===== config.mk =====
export PLATFORM = sky130hd
export DESIGN_NAME = pdc_pump_drive_command_parser
export DESIGN_NICKNAME = d
export VERILOG_FILES = /design/src/pdc_pkg.sv /design/src/pdc_pump_drive_command_parser.sv
export SDC_FILE = /design/constraint.sdc
export NUM_CORES = 1
export LEC_CHECK = 0
export ABC_AREA = 1
export BUFFER_PORTS_ARGS = -buffer_cell sky130_fd_sc_hd__buf_2
export CORE_UTILIZATION = 55
export CTS_BUF_LIST = sky130_fd_sc_hd__clkbuf_4 sky130_fd_sc_hd__clkbuf_8
export DETAILED_ROUTE_END_ITERATION = 10
export PLACE_DENSITY_LB_ADDON = 0.25
export SETUP_SLACK_MARGIN = 0.1
export SLEW_MARGIN = 10
export SYNTH_ARGS = -nofsm -noshare
export SYNTH_HDL_FRONTEND = slang
export SYNTH_SLANG_ARGS = --single-unit

===== constraint.sdc =====
create_clock -name sys_clk_i -period 4.4 [get_ports sys_clk_i]
set_input_delay 0.22 -clock sys_clk_i [delete_from_list [all_inputs] [get_ports sys_clk_i]]
set_output_delay 0.22 -clock sys_clk_i [all_outputs]
set_load 0.02 [all_outputs]

===== src/pdc_pkg.sv =====
// Constants, encodings and state types shared by the pump drive command parser.
package pdc_pkg;
    localparam int CLK_HZ = 100_000_000;
    localparam int BAUD_RATE = 9600;
    localparam int BIT_CYC = (CLK_HZ + BAUD_RATE / 2) / BAUD_RATE;
    localparam int CNT_W = 14;
    localparam logic [9:0] FREQ_MAX = 10'h12c;
    localparam logic [9:0] FREQ_CMD_MIN = 10'h001;
    localparam logic [10:0] AMP_MAX_H = 11'h1f4;
    localparam logic [10:0] AMP_CMD_MIN_H = 11'h00a;
    localparam logic [9:0] DIGIT3_LIMIT = 10'h064;
    localparam logic [3:0] FRAC_HALF = 4'h5;
    localparam int BTN_N = 7;
    localparam int BTN_POWER = 0;
    localparam int BTN_STORE = 1;
    localparam int BTN_WAVE = 2;
    localparam int BTN_FUP = 3;
    localparam int BTN_FDN = 4;
    localparam int BTN_AUP = 5;
    localparam int BTN_ADN = 6;
    localparam logic [1:0] STEPPED_WAVE_SHAPE = 2'h0;
    localparam logic [1:0] SQUARE_WAVE_SELECT = 2'h1;
    localparam logic [1:0] SINE_SELECT = 2'h2;
    localparam logic [7:0] CH_CR = 8'h0d;
    localparam logic [7:0] CH_LF = 8'h0a;
    localparam logic [7:0] CH_SP = 8'h20;
    localparam logic [7:0] CH_COMMA = 8'h2c;
    localparam logic [7:0] CH_0 = 8'h30;
    localparam logic [7:0] CH_1 = 8'h31;
    localparam logic [7:0] CH_5 = 8'h35;
    localparam logic [7:0] CH_9 = 8'h39;
    localparam logic [7:0] CH_UA = 8'h41;
    localparam logic [7:0] CH_UB = 8'h42;
    localparam logic [7:0] CH_UC = 8'h43;
    localparam logic [7:0] CH_UF = 8'h46;
    localparam logic [7:0] CH_UM = 8'h4d;
    localparam logic [7:0] CH_UR = 8'h52;
    localparam logic [7:0] CH_US = 8'h53;
    localparam logic [7:0] CH_LB = 8'h62;
    localparam logic [7:0] CH_LF_LETTER = 8'h66;
    localparam logic [7:0] CH_LN = 8'h6e;
    localparam logic [7:0] CH_LO = 8'h6f;
    localparam logic [4:0] REPORT_LAST = 5'h12;
    localparam logic [3:0] REG_CTRL = 4'h0;
    localparam logic [3:0] REG_STATUS = 4'h4;
    localparam logic [3:0] REG_SETTING = 4'h8;
    localparam int CTRL_SERIAL_EN = 0;
    localparam int CTRL_PANEL_EN = 1;
    localparam logic [1:0] CTRL_RESET = 2'h3;
    localparam int SET_AMP_LSB = 16;

    typedef enum logic [3:0] {
        P_EMPTY, P_B, P_BO, P_BON, P_BOF, P_BOFF, P_F, P_FNUM,
        P_A, P_AINT, P_ACOMMA, P_AFRAC, P_M, P_MWAVE, P_BAD
    } pdc_parse_e;
    typedef enum logic [1:0] {RX_IDLE, RX_START, RX_DATA, RX_STOP} pdc_rx_e;
endpackage : pdc_pkg


===== src/pdc_pump_drive_command_parser.sv =====
// Front panel and serial command control of the pump driver settings.
`timescale 1ns/1ns
// Functional notes
// - Power button press toggles pump drive and lamp together.
// - Store button press writes frequency, amplitude, waveform to retained storage.
// - Frequency rocker steps setting up or down, held within 0 to 300 Hz.
// - Waveform button cycles stepped, rectangular, sine.
// - Amplitude rocker steps setting up or down, held within 0 to 250 V.
// - Serial link runs 9600 baud, eight data bits, no parity, one stop.
// - Commands end with enter; buffered command acts only on that terminator.
// - Command bon starts pump drive with current settings.
// - Command boff stops pump drive.
// - Command F with decimal 1 to 300 loads drive frequency in hertz.
// - Command A with decimal 5 to 250 loads drive amplitude in volts.
// - Amplitude may carry comma fraction; resolution is half a volt.
// - Two-letter M commands select sine, rectangle or stepped waveform.
// - Bare terminator sends report of frequency, amplitude, waveform, run state.
// - Settings are independent and change while running without stopping.
module pdc_pump_drive_command_parser
    import pdc_pkg::*;
#(
    parameter int BIT_CYCLES = BIT_CYC
) (
    input  wire logic sys_clk_i,           // System clock, 100 MHz.
    input  wire logic srst_i,              // Synchronous reset, active high.
    input  wire logic [BTN_N-1:0] btn_i,   // Panel buttons, high while pressed.
    input  wire logic uart_rx_i,           // Serial receive pin from the host.
    output logic uart_tx_o,                // Serial transmit pin to the host.
    input  wire logic [8:0] nvm_freq_i,    // Retained frequency, hertz.
    input  wire logic [8:0] nvm_amp_i,     // Retained amplitude, half volts.
    input  wire logic [1:0] nvm_wave_i,    // Retained waveform code.
    output logic nvm_wr_o,                 // Pulse: store present settings.
    output logic [8:0] freq_o,             // Drive frequency, hertz.
    output logic [8:0] amp_o,              // Drive amplitude, half volts.
    output logic [1:0] wave_o,             // Waveform code.
    output logic pump_run_o,               // Pump drive running.
    output logic lamp_o,                   // Panel indicator lamp.
    input  wire logic [3:0] reg_addr_i,    // Register byte address.
    input  wire logic [31:0] reg_wdata_i,  // Register write data.
    input  wire logic reg_wr_i,            // Register write strobe.
    input  wire logic reg_rd_i,            // Register read strobe.
    output logic [31:0] reg_rdata_o        // Read data, cycle after the strobe.
);
    function automatic logic is_digit(input logic [7:0] c);
        return (c >= CH_0) && (c <= CH_9);
    endfunction : is_digit

    function automatic logic [11:0] dec3(input logic [9:0] v);
        logic [9:0] h;
        logic [9:0] t;
        logic [9:0] u;
        h = v / 10'd100;
        t = (v / 10'd10) % 10'd10;
        u = v % 10'd10;
        return {h[3:0], t[3:0], u[3:0]};
    endfunction : dec3

    logic [1:0] ctrl_r;
    logic [BTN_N-1:0] btn_s1_r, btn_s2_r, btn_s3_r, btn_lvl_r, btn_prev_r;
    logic [BTN_N-1:0] press;
    logic rx_s1_r, rx_s2_r, rx_s3_r, rx_lvl_r;
    pdc_rx_e rx_st_r;
    logic [CNT_W-1:0] rx_cnt_r;
    logic [2:0] rx_bit_r;
    logic [7:0] rx_sh_r;
    logic rx_vld_r;
    logic [7:0] rx_byte_r;
    pdc_parse_e pst_r;
    logic [9:0] acc_r;
    logic frac_r;
    logic [1:0] mwave_r;
    logic exec;
    logic [10:0] amp_cmd;
    logic do_on, do_off, do_freq, do_amp, do_wave, do_report;
    logic [8:0] freq_r, amp_r;
    logic [1:0] wave_r;
    logic run_r;
    logic restore_r;
    logic rep_busy_r;
    logic [4:0] rep_idx_r;
    logic [11:0] rep_f_r, rep_a_r;
    logic rep_frac_r, rep_run_r;
    logic [1:0] rep_wave_r;
    logic [9:0] tx_sh_r;
    logic [3:0] tx_bit_r;
    logic [CNT_W-1:0] tx_cnt_r;
    logic tx_busy_r;
    logic [7:0] rep_char;

    // Three stages per pin; a level is taken only when stages two and three agree.
    always_ff @(posedge sys_clk_i) begin
        btn_s1_r <= btn_i;
        btn_s2_r <= btn_s1_r;
        btn_s3_r <= btn_s2_r;
        rx_s1_r <= uart_rx_i;
        rx_s2_r <= rx_s1_r;
        rx_s3_r <= rx_s2_r;
    end

    always_ff @(posedge sys_clk_i) begin
        if (srst_i) begin
            btn_lvl_r <= '0;
            btn_prev_r <= '0;
            rx_lvl_r <= 1'b1;
        end else begin
            for (int i = 0; i < BTN_N; i++) begin
                if (btn_s2_r[i] == btn_s3_r[i]) begin
                    btn_lvl_r[i] <= btn_s3_r[i];
                end
            end
            btn_prev_r <= btn_lvl_r;
            if (rx_s2_r == rx_s3_r) begin
                rx_lvl_r <= rx_s3_r;
            end
        end
    end

    assign press = (btn_lvl_r & ~btn_prev_r) & {BTN_N{ctrl_r[CTRL_PANEL_EN]}};

    // Receiver samples mid-bit; a byte with a low stop bit is dropped.
    always_ff @(posedge sys_clk_i) begin
        if (srst_i) begin
            rx_st_r <= RX_IDLE;
            rx_cnt_r <= '0;
            rx_bit_r <= '0;
            rx_sh_r <= '0;
            rx_vld_r <= 1'b0;
            rx_byte_r <= '0;
        end else begin
            rx_vld_r <= 1'b0;
            if (rx_cnt_r != '0) begin
                rx_cnt_r <= rx_cnt_r - 1'b1;
            end
            case (rx_st_r)
                RX_IDLE: begin
                    if (!rx_lvl_r) begin
                        rx_st_r <= RX_START;
                        rx_cnt_r <= CNT_W'(BIT_CYCLES / 2);
                    end
                end
                RX_START: begin
                    if (rx_cnt_r == '0) begin
                        rx_st_r <= rx_lvl_r ? RX_IDLE : RX_DATA;
                        rx_cnt_r <= CNT_W'(BIT_CYCLES - 1);
                        rx_bit_r <= '0;
                    end
                end
                RX_DATA: begin
                    if (rx_cnt_r == '0) begin
                        rx_sh_r <= {rx_lvl_r, rx_sh_r[7:1]};
                        rx_cnt_r <= CNT_W'(BIT_CYCLES - 1);
                        rx_bit_r <= rx_bit_r + 1'b1;
                        if (rx_bit_r == 3'h7) begin
                            rx_st_r <= RX_STOP;
                        end
                    end
                end
                RX_STOP: begin
                    if (rx_cnt_r == '0) begin
                        rx_vld_r <= rx_lvl_r;
                        rx_byte_r <= rx_sh_r;
                        rx_st_r <= RX_IDLE;
                    end
                end
                default: rx_st_r <= RX_IDLE;
            endcase
        end
    end

    // Characters are parsed as they arrive; nothing acts before the terminator.
    always_ff @(posedge sys_clk_i) begin
        if (srst_i) begin
            pst_r <= P_EMPTY;
            acc_r <= '0;
            frac_r <= 1'b0;
            mwave_r <= STEPPED_WAVE_SHAPE;
        end else if (rx_vld_r && rx_byte_r == CH_CR) begin
            pst_r <= P_EMPTY;
            acc_r <= '0;
            frac_r <= 1'b0;
        end else if (rx_vld_r && rx_byte_r != CH_LF) begin
            case (pst_r)
                P_EMPTY: begin
                    case (rx_byte_r)
                        CH_LB: pst_r <= P_B;
                        CH_UF: pst_r <= P_F;
                        CH_UA: pst_r <= P_A;
                        CH_UM: pst_r <= P_M;
                        default: pst_r <= P_BAD;
                    endcase
                end
                P_B: pst_r <= (rx_byte_r == CH_LO) ? P_BO : P_BAD;
                P_BO: begin
                    if (rx_byte_r == CH_LN) begin
                        pst_r <= P_BON;
                    end else begin
                        pst_r <= (rx_byte_r == CH_LF_LETTER) ? P_BOF : P_BAD;
                    end
                end
                P_BOF: pst_r <= (rx_byte_r == CH_LF_LETTER) ? P_BOFF : P_BAD;
                P_F, P_FNUM, P_A, P_AINT: begin
                    if (is_digit(rx_byte_r) && acc_r < DIGIT3_LIMIT) begin
                        acc_r <= 10'((acc_r * 10'd10) + {2'h0, rx_byte_r - CH_0});
                        pst_r <= (pst_r == P_F || pst_r == P_FNUM) ? P_FNUM : P_AINT;
                    end else if (rx_byte_r == CH_COMMA && pst_r == P_AINT) begin
                        pst_r <= P_ACOMMA;
                    end else begin
                        pst_r <= P_BAD;
                    end
                end
                P_ACOMMA: begin
                    if (is_digit(rx_byte_r)) begin
                        frac_r <= (rx_byte_r - CH_0) >= 8'(FRAC_HALF);
                        pst_r <= P_AFRAC;
                    end else begin
                        pst_r <= P_BAD;
                    end
                end
                P_AFRAC: pst_r <= is_digit(rx_byte_r) ? P_AFRAC : P_BAD;
                P_M: begin
                    pst_r <= P_MWAVE;
                    case (rx_byte_r)
                        CH_US: mwave_r <= SINE_SELECT;
                        CH_UR: mwave_r <= SQUARE_WAVE_SELECT;
                        CH_UC: mwave_r <= STEPPED_WAVE_SHAPE;
                        default: pst_r <= P_BAD;
                    endcase
                end
                default: pst_r <= P_BAD;
            endcase
        end
    end

    assign exec = rx_vld_r && (rx_byte_r == CH_CR) && ctrl_r[CTRL_SERIAL_EN];
    assign amp_cmd = {acc_r, 1'b0} + {10'h0, frac_r};
    assign do_on = exec && pst_r == P_BON;
    assign do_off = exec && pst_r == P_BOFF;
    assign do_freq = exec && pst_r == P_FNUM && acc_r >= FREQ_CMD_MIN
                     && acc_r <= FREQ_MAX;
    assign do_amp = exec && (pst_r == P_AINT || pst_r == P_ACOMMA || pst_r == P_AFRAC)
                    && amp_cmd >= AMP_CMD_MIN_H && amp_cmd <= AMP_MAX_H;
    assign do_wave = exec && pst_r == P_MWAVE;
    assign do_report = exec && pst_r == P_EMPTY;

    // Each setting has its own register; none of them touches the run state.
    always_ff @(posedge sys_clk_i) begin
        if (srst_i) begin
            restore_r <= 1'b1;
            freq_r <= '0;
        end else begin
            restore_r <= 1'b0;
            if (restore_r) begin
                if ({1'b0, nvm_freq_i} <= FREQ_MAX) begin
                    freq_r <= nvm_freq_i;
                end
            end else if (do_freq) begin
                freq_r <= acc_r[8:0];
            end else if (press[BTN_FUP] && {1'b0, freq_r} < FREQ_MAX) begin
                freq_r <= freq_r + 1'b1;
            end else if (press[BTN_FDN] && freq_r != '0) begin
                freq_r <= freq_r - 1'b1;
            end
        end
    end

    always_ff @(posedge sys_clk_i) begin
        if (srst_i) begin
            amp_r <= '0;
        end else if (restore_r) begin
            if ({2'h0, nvm_amp_i} <= AMP_MAX_H) begin
                amp_r <= nvm_amp_i;
            end
        end else if (do_amp) begin
            amp_r <= amp_cmd[8:0];
        end else if (press[BTN_AUP] && {2'h0, amp_r} < AMP_MAX_H) begin
            amp_r <= amp_r + 1'b1;
        end else if (press[BTN_ADN] && amp_r != '0) begin
            amp_r <= amp_r - 1'b1;
        end
    end

    always_ff @(posedge sys_clk_i) begin
        if (srst_i) begin
            wave_r <= STEPPED_WAVE_SHAPE;
        end else if (restore_r) begin
            if (nvm_wave_i <= SINE_SELECT) begin
                wave_r <= nvm_wave_i;
            end
        end else if (do_wave) begin
            wave_r <= mwave_r;
        end else if (press[BTN_WAVE]) begin
            wave_r <= (wave_r == SINE_SELECT) ? STEPPED_WAVE_SHAPE : wave_r + 1'b1;
        end
    end

    // Power-up leaves the pump stopped whatever storage holds.
    always_ff @(posedge sys_clk_i) begin
        if (srst_i) begin
            run_r <= 1'b0;
            nvm_wr_o <= 1'b0;
        end else begin
            if (do_on) begin
                run_r <= 1'b1;
            end else if (do_off) begin
                run_r <= 1'b0;
            end else if (press[BTN_POWER]) begin
                run_r <= ~run_r;
            end
            nvm_wr_o <= press[BTN_STORE] && !restore_r;
        end
    end

    // A report asked for while one is still going out is dropped.
    always_ff @(posedge sys_clk_i) begin
        if (srst_i) begin
            rep_busy_r <= 1'b0;
            rep_idx_r <= '0;
            rep_f_r <= '0;
            rep_a_r <= '0;
            rep_frac_r <= 1'b0;
            rep_run_r <= 1'b0;
            rep_wave_r <= STEPPED_WAVE_SHAPE;
        end else if (do_report && !rep_busy_r) begin
            rep_busy_r <= 1'b1;
            rep_idx_r <= '0;
            rep_f_r <= dec3({1'b0, freq_r});
            rep_a_r <= dec3({2'h0, amp_r[8:1]});
            rep_frac_r <= amp_r[0];
            rep_run_r <= run_r;
            rep_wave_r <= wave_r;
        end else if (rep_busy_r && !tx_busy_r) begin
            rep_idx_r <= rep_idx_r + 1'b1;
            if (rep_idx_r == REPORT_LAST) begin
                rep_busy_r <= 1'b0;
            end
        end
    end

    // Report text: Fddd Addd,d Mw Br, then carriage return and line feed.
    always_comb begin
        rep_char = CH_SP;
        case (rep_idx_r)
            5'h00: rep_char = CH_UF;
            5'h01: rep_char = CH_0 | {4'h0, rep_f_r[11:8]};
            5'h02: rep_char = CH_0 | {4'h0, rep_f_r[7:4]};
            5'h03: rep_char = CH_0 | {4'h0, rep_f_r[3:0]};
            5'h05: rep_char = CH_UA;
            5'h06: rep_char = CH_0 | {4'h0, rep_a_r[11:8]};
            5'h07: rep_char = CH_0 | {4'h0, rep_a_r[7:4]};
            5'h08: rep_char = CH_0 | {4'h0, rep_a_r[3:0]};
            5'h09: rep_char = CH_COMMA;
            5'h0a: rep_char = rep_frac_r ? CH_5 : CH_0;
            5'h0c: rep_char = CH_UM;
            5'h0d: rep_char = (rep_wave_r == SINE_SELECT) ? CH_US :
                              (rep_wave_r == SQUARE_WAVE_SELECT) ? CH_UR : CH_UC;
            5'h0f: rep_char = CH_UB;
            5'h10: rep_char = rep_run_r ? CH_1 : CH_0;
            5'h11: rep_char = CH_CR;
            5'h12: rep_char = CH_LF;
            default: rep_char = CH_SP;
        endcase
    end

    // Transmitter: start bit, eight data bits LSB first, one stop bit.
    always_ff @(posedge sys_clk_i) begin
        if (srst_i) begin
            tx_busy_r <= 1'b0;
            tx_sh_r <= '1;
            tx_bit_r <= '0;
            tx_cnt_r <= '0;
        end else if (!tx_busy_r) begin
            if (rep_busy_r) begin
                tx_busy_r <= 1'b1;
                tx_sh_r <= {1'b1, rep_char, 1'b0};
                tx_bit_r <= '0;
                tx_cnt_r <= CNT_W'(BIT_CYCLES - 1);
            end
        end else if (tx_cnt_r != '0) begin
            tx_cnt_r <= tx_cnt_r - 1'b1;
        end else begin
            tx_sh_r <= {1'b1, tx_sh_r[9:1]};
            tx_cnt_r <= CNT_W'(BIT_CYCLES - 1);
            tx_bit_r <= tx_bit_r + 1'b1;
            if (tx_bit_r == 4'h9) begin
                tx_busy_r <= 1'b0;
            end
        end
    end

    always_ff @(posedge sys_clk_i) begin
        if (srst_i) begin
            ctrl_r <= CTRL_RESET;
            reg_rdata_o <= '0;
        end else begin
            if (reg_wr_i && reg_addr_i == REG_CTRL) begin
                ctrl_r <= reg_wdata_i[1:0];
            end
            reg_rdata_o <= '0;
            if (reg_rd_i) begin
                case (reg_addr_i)
                    REG_CTRL: reg_rdata_o <= {30'h0, ctrl_r};
                    REG_STATUS: reg_rdata_o <= {28'h0, wave_r, rep_busy_r, run_r};
                    REG_SETTING: reg_rdata_o <= {7'h0, amp_r, 7'h0, freq_r};
                    default: reg_rdata_o <= '0;
                endcase
            end
        end
    end

    assign uart_tx_o = tx_sh_r[0];
    assign freq_o = freq_r;
    assign amp_o = amp_r;
    assign wave_o = wave_r;
    assign pump_run_o = run_r;
    assign lamp_o = run_r;
endmodule : pdc_pump_drive_command_parser


==> metrics.txt <==
initial antenna violation count 0; #FFs+latches synth 194; Mapped Area 11,500 um^2; final std cells w/o fill 2,004; Data arrival, critical path 4270 ps; routed len/inst 14.5 um; global-route wire length before repair 47,900 um; nets 1,859; VDD IR max 0.302 mV; Critical Path Sink Type register; max-cap violations 0; grt ovf 0; Final period util 87.0%; worst setup margin 573 ps; DRC viols 0; syn avg cell area 7.02 um^2; DR pass1 iterations 5; Crit Path Category reg -> reg; post-route cell area 12,600 um^2; Pleak 5.94 nW; cts bufs inserted 17; commonest non-fill, non-tap cell in the layout nand2_1; initial core utilization 56.3%; gr usage total 27.5%; FMAX 261 MHz; row cnt 52; number of routed nets with antenna violations 0; Clock Path Buffers 2; chip width 146 um; Final setup viols 0; Max Slew Vio Count 0; initial detailed-routing violation count 625; status finished, final reports clean; Clock transition at path regs 110 ps; minimum clock period 3830 ps; Port Buffer Count 79; clock sinks 194; Worst Path Required 4840 ps; Total Wirelength 29,000 um; Worst Path Max Fanout 8; core area 20,400 um^2; worst min path class in -> reg; die height 146 um; RSZ-0062 raised after global routing false; DP Cell Count 1,960; largest net degree at the start of global routing 43; post-synthesis sequential area ratio 33.9%; vias post-DR 10.9k; Post-synth ARST share 0%; Post-synth EDFFs 0; Area Overhead vs Synth 10.0%; layout cell share with drive strength beyond 1 10.1%; most frequent cells in the layout nand2_1 (257), inv_1 (252), dfxtp_1 (194); CTS tree built; Synth Instances 1,635; PwrDens 399 nW/um^2; Area after DPL 12,100 um^2; Layout fillers 1,928; Slew @ Worst Pin 956 ps; Distinct cells, synth 63; Final Skew 17.8 ps; clk root buf clkbuf_8; vias in the first global route 10.2k; H-tree depth reported by CTS 4; pre-CTS setup slack 589 ps; Slew headroom 36.0%; CP startpoint kind register; Setup TNS 0 ps; die area 21,400 um^2; n_diodes 0; I/O pin cnt 124; Routability Congestion 0.948; Post-synth top flop dfxtp_1; DP Wirelength 22,100 um; final hold vios 0; clk_lat worst skew 490 ps; fin util 62.0%; YS warnings 0; DR vias/cell 5.44
[routing by layer]
metal / vias to the layer above / global-route usage [%] / part of all wire (%)
li1: 5553 / - / -
met1: 5001 / 34.0 / 45
met2: 304 / 47.3 / 47
met3: 49 / 5.66 / 6.0
met4: 0 / 9.38 / 2.2
met5: - / 0 / 0
[layout make-up]
cell class / count / area [um^2] / share of cell area [%]
Multi-Input combinational cell: 1145 / 6430 / 50.9
Sequential cell: 194 / 3880 / 30.8
Inverter: 264 / 991 / 7.85
Timing Repair Buffer: 99 / 576 / 4.56
Tap cell: 270 / 338 / 2.68
Clock buffer: 20 / 269 / 2.13
Clock inverter: 12 / 138 / 1.09
[stage by stage]
stage | hold WS (ps) | power (W)
after floorplan | 248 | 0.00348
after global routing | 22.1 | 0.00539
after global placement | 313 | 0.00379
final | 14.8 | 0.00504
after detailed placement | 312 | 0.00383
after CTS | 2.84 | 0.00504
[worst paths after layout]
kind / start / endpoint / slack [ps] / cells after the start
worst min-delay path: nvm_freq_i[8] / freq_o[8]$_SDFFE_PP0P_ / 10 / 3
worst max register to register: freq_o[7]$_SDFFE_PP0P_ / rep_f_r[7]$_SDFFE_PP0P_ / 570 / 24
worst max-delay path: freq_o[7]$_SDFFE_PP0P_ / rep_f_r[7]$_SDFFE_PP0P_ / 570 / 24
worst min register to register: btn_s1_r[5]$_DFF_P_ / btn_s2_r[5]$_DFF_P_ / 340 / 0
[power breakdown]
part,switching [W],total (W),internal [W]
logic,0.00118,0.00186,0.000683
clock network,0.000699,0.00121,0.000509
registers,0.000115,0.00197,0.00185
total,0.00199,0.00504,0.00305
[cells by family after synthesis]
logic type      after synthesis  synth area share (%)
compound gates              363                  18.6
buf+inv                     309                  10.7
simple gates                645                  24.9
fa+ha+maj                    70                  7.90
xor+xnor                     52                  3.97
other cells                   1                0.0327
flops                       194                  33.9
mux                           1                0.0873
[registers in the layout, indices dropped and copies added, names as in the netlist, 8 cells and up, named ones only]
| signal | cells |
|---|---|
| acc_r | 10 |
| amp_o | 9 |
| freq_o | 9 |
| reg_rdata_o | 18 |
| rep_a_r | 10 |
| rep_f_r | 11 |
| rx_byte_r | 8 |
| rx_cnt_r | 14 |
| rx_sh_r | 8 |
| tx_cnt_r | 14 |
| tx_sh_r | 9 |
[critical path: stages, from the launching register on]
cell	delay, ps
dfxtp_1	510
inv_1	160
a21oi_2	220
nand2_2	90
nand3_2	90
nand2_2	90
nand2_2	90
nand3_4	90
ha_1	290
inv_1	30
o21ai_0	440
inv_1	150
nor3_1	380
nand4_4	180
nand2_4	130
nand2_1	70
and2_2	180
ha_1	190
inv_1	50
o211ai_1	80
nand2_1	70
nand2_1	50
nand2_1	50
nand2_1	40
nand2_1	60
[cells in the mapped netlist (all sizes together) (4+ instances only)]
cell | instances | area [um^2]
nand3 | 73 | 388
dfxtp | 194 | 3880
clkinv | 4 | 15.0
o22ai | 23 | 144
xnor2 | 22 | 193
nand4 | 15 | 109
o211ai | 15 | 113
a31oi | 9 | 56.3
a221oi | 4 | 35.0
buf | 21 | 144
o21bai | 4 | 33.8
ha | 66 | 826
a21o | 5 | 37.5
fa | 4 | 80.1
nor4 | 16 | 100
nand2 | 282 | 1150
o21ai | 127 | 651
a211oi | 14 | 110
a2111oi | 4 | 35.0
xor2 | 30 | 263
o221ai | 7 | 61.3
nand3b | 8 | 60.1
nor3 | 59 | 295
clkbuf | 24 | 90.1
a21oi | 131 | 678
or2 | 4 | 25.0
nor2 | 183 | 699
inv | 260 | 976
[repair_timing]
action / in CTS / in global routing
setup buffers: 0 / 0
gates resized for setup: 0 / 3
hold endpoints to repair: 12 / 0
setup endpoints to repair: 0 / 2
hold buffers: 12 / 0
No activity file was read; power rests on OpenSTA's default activity.
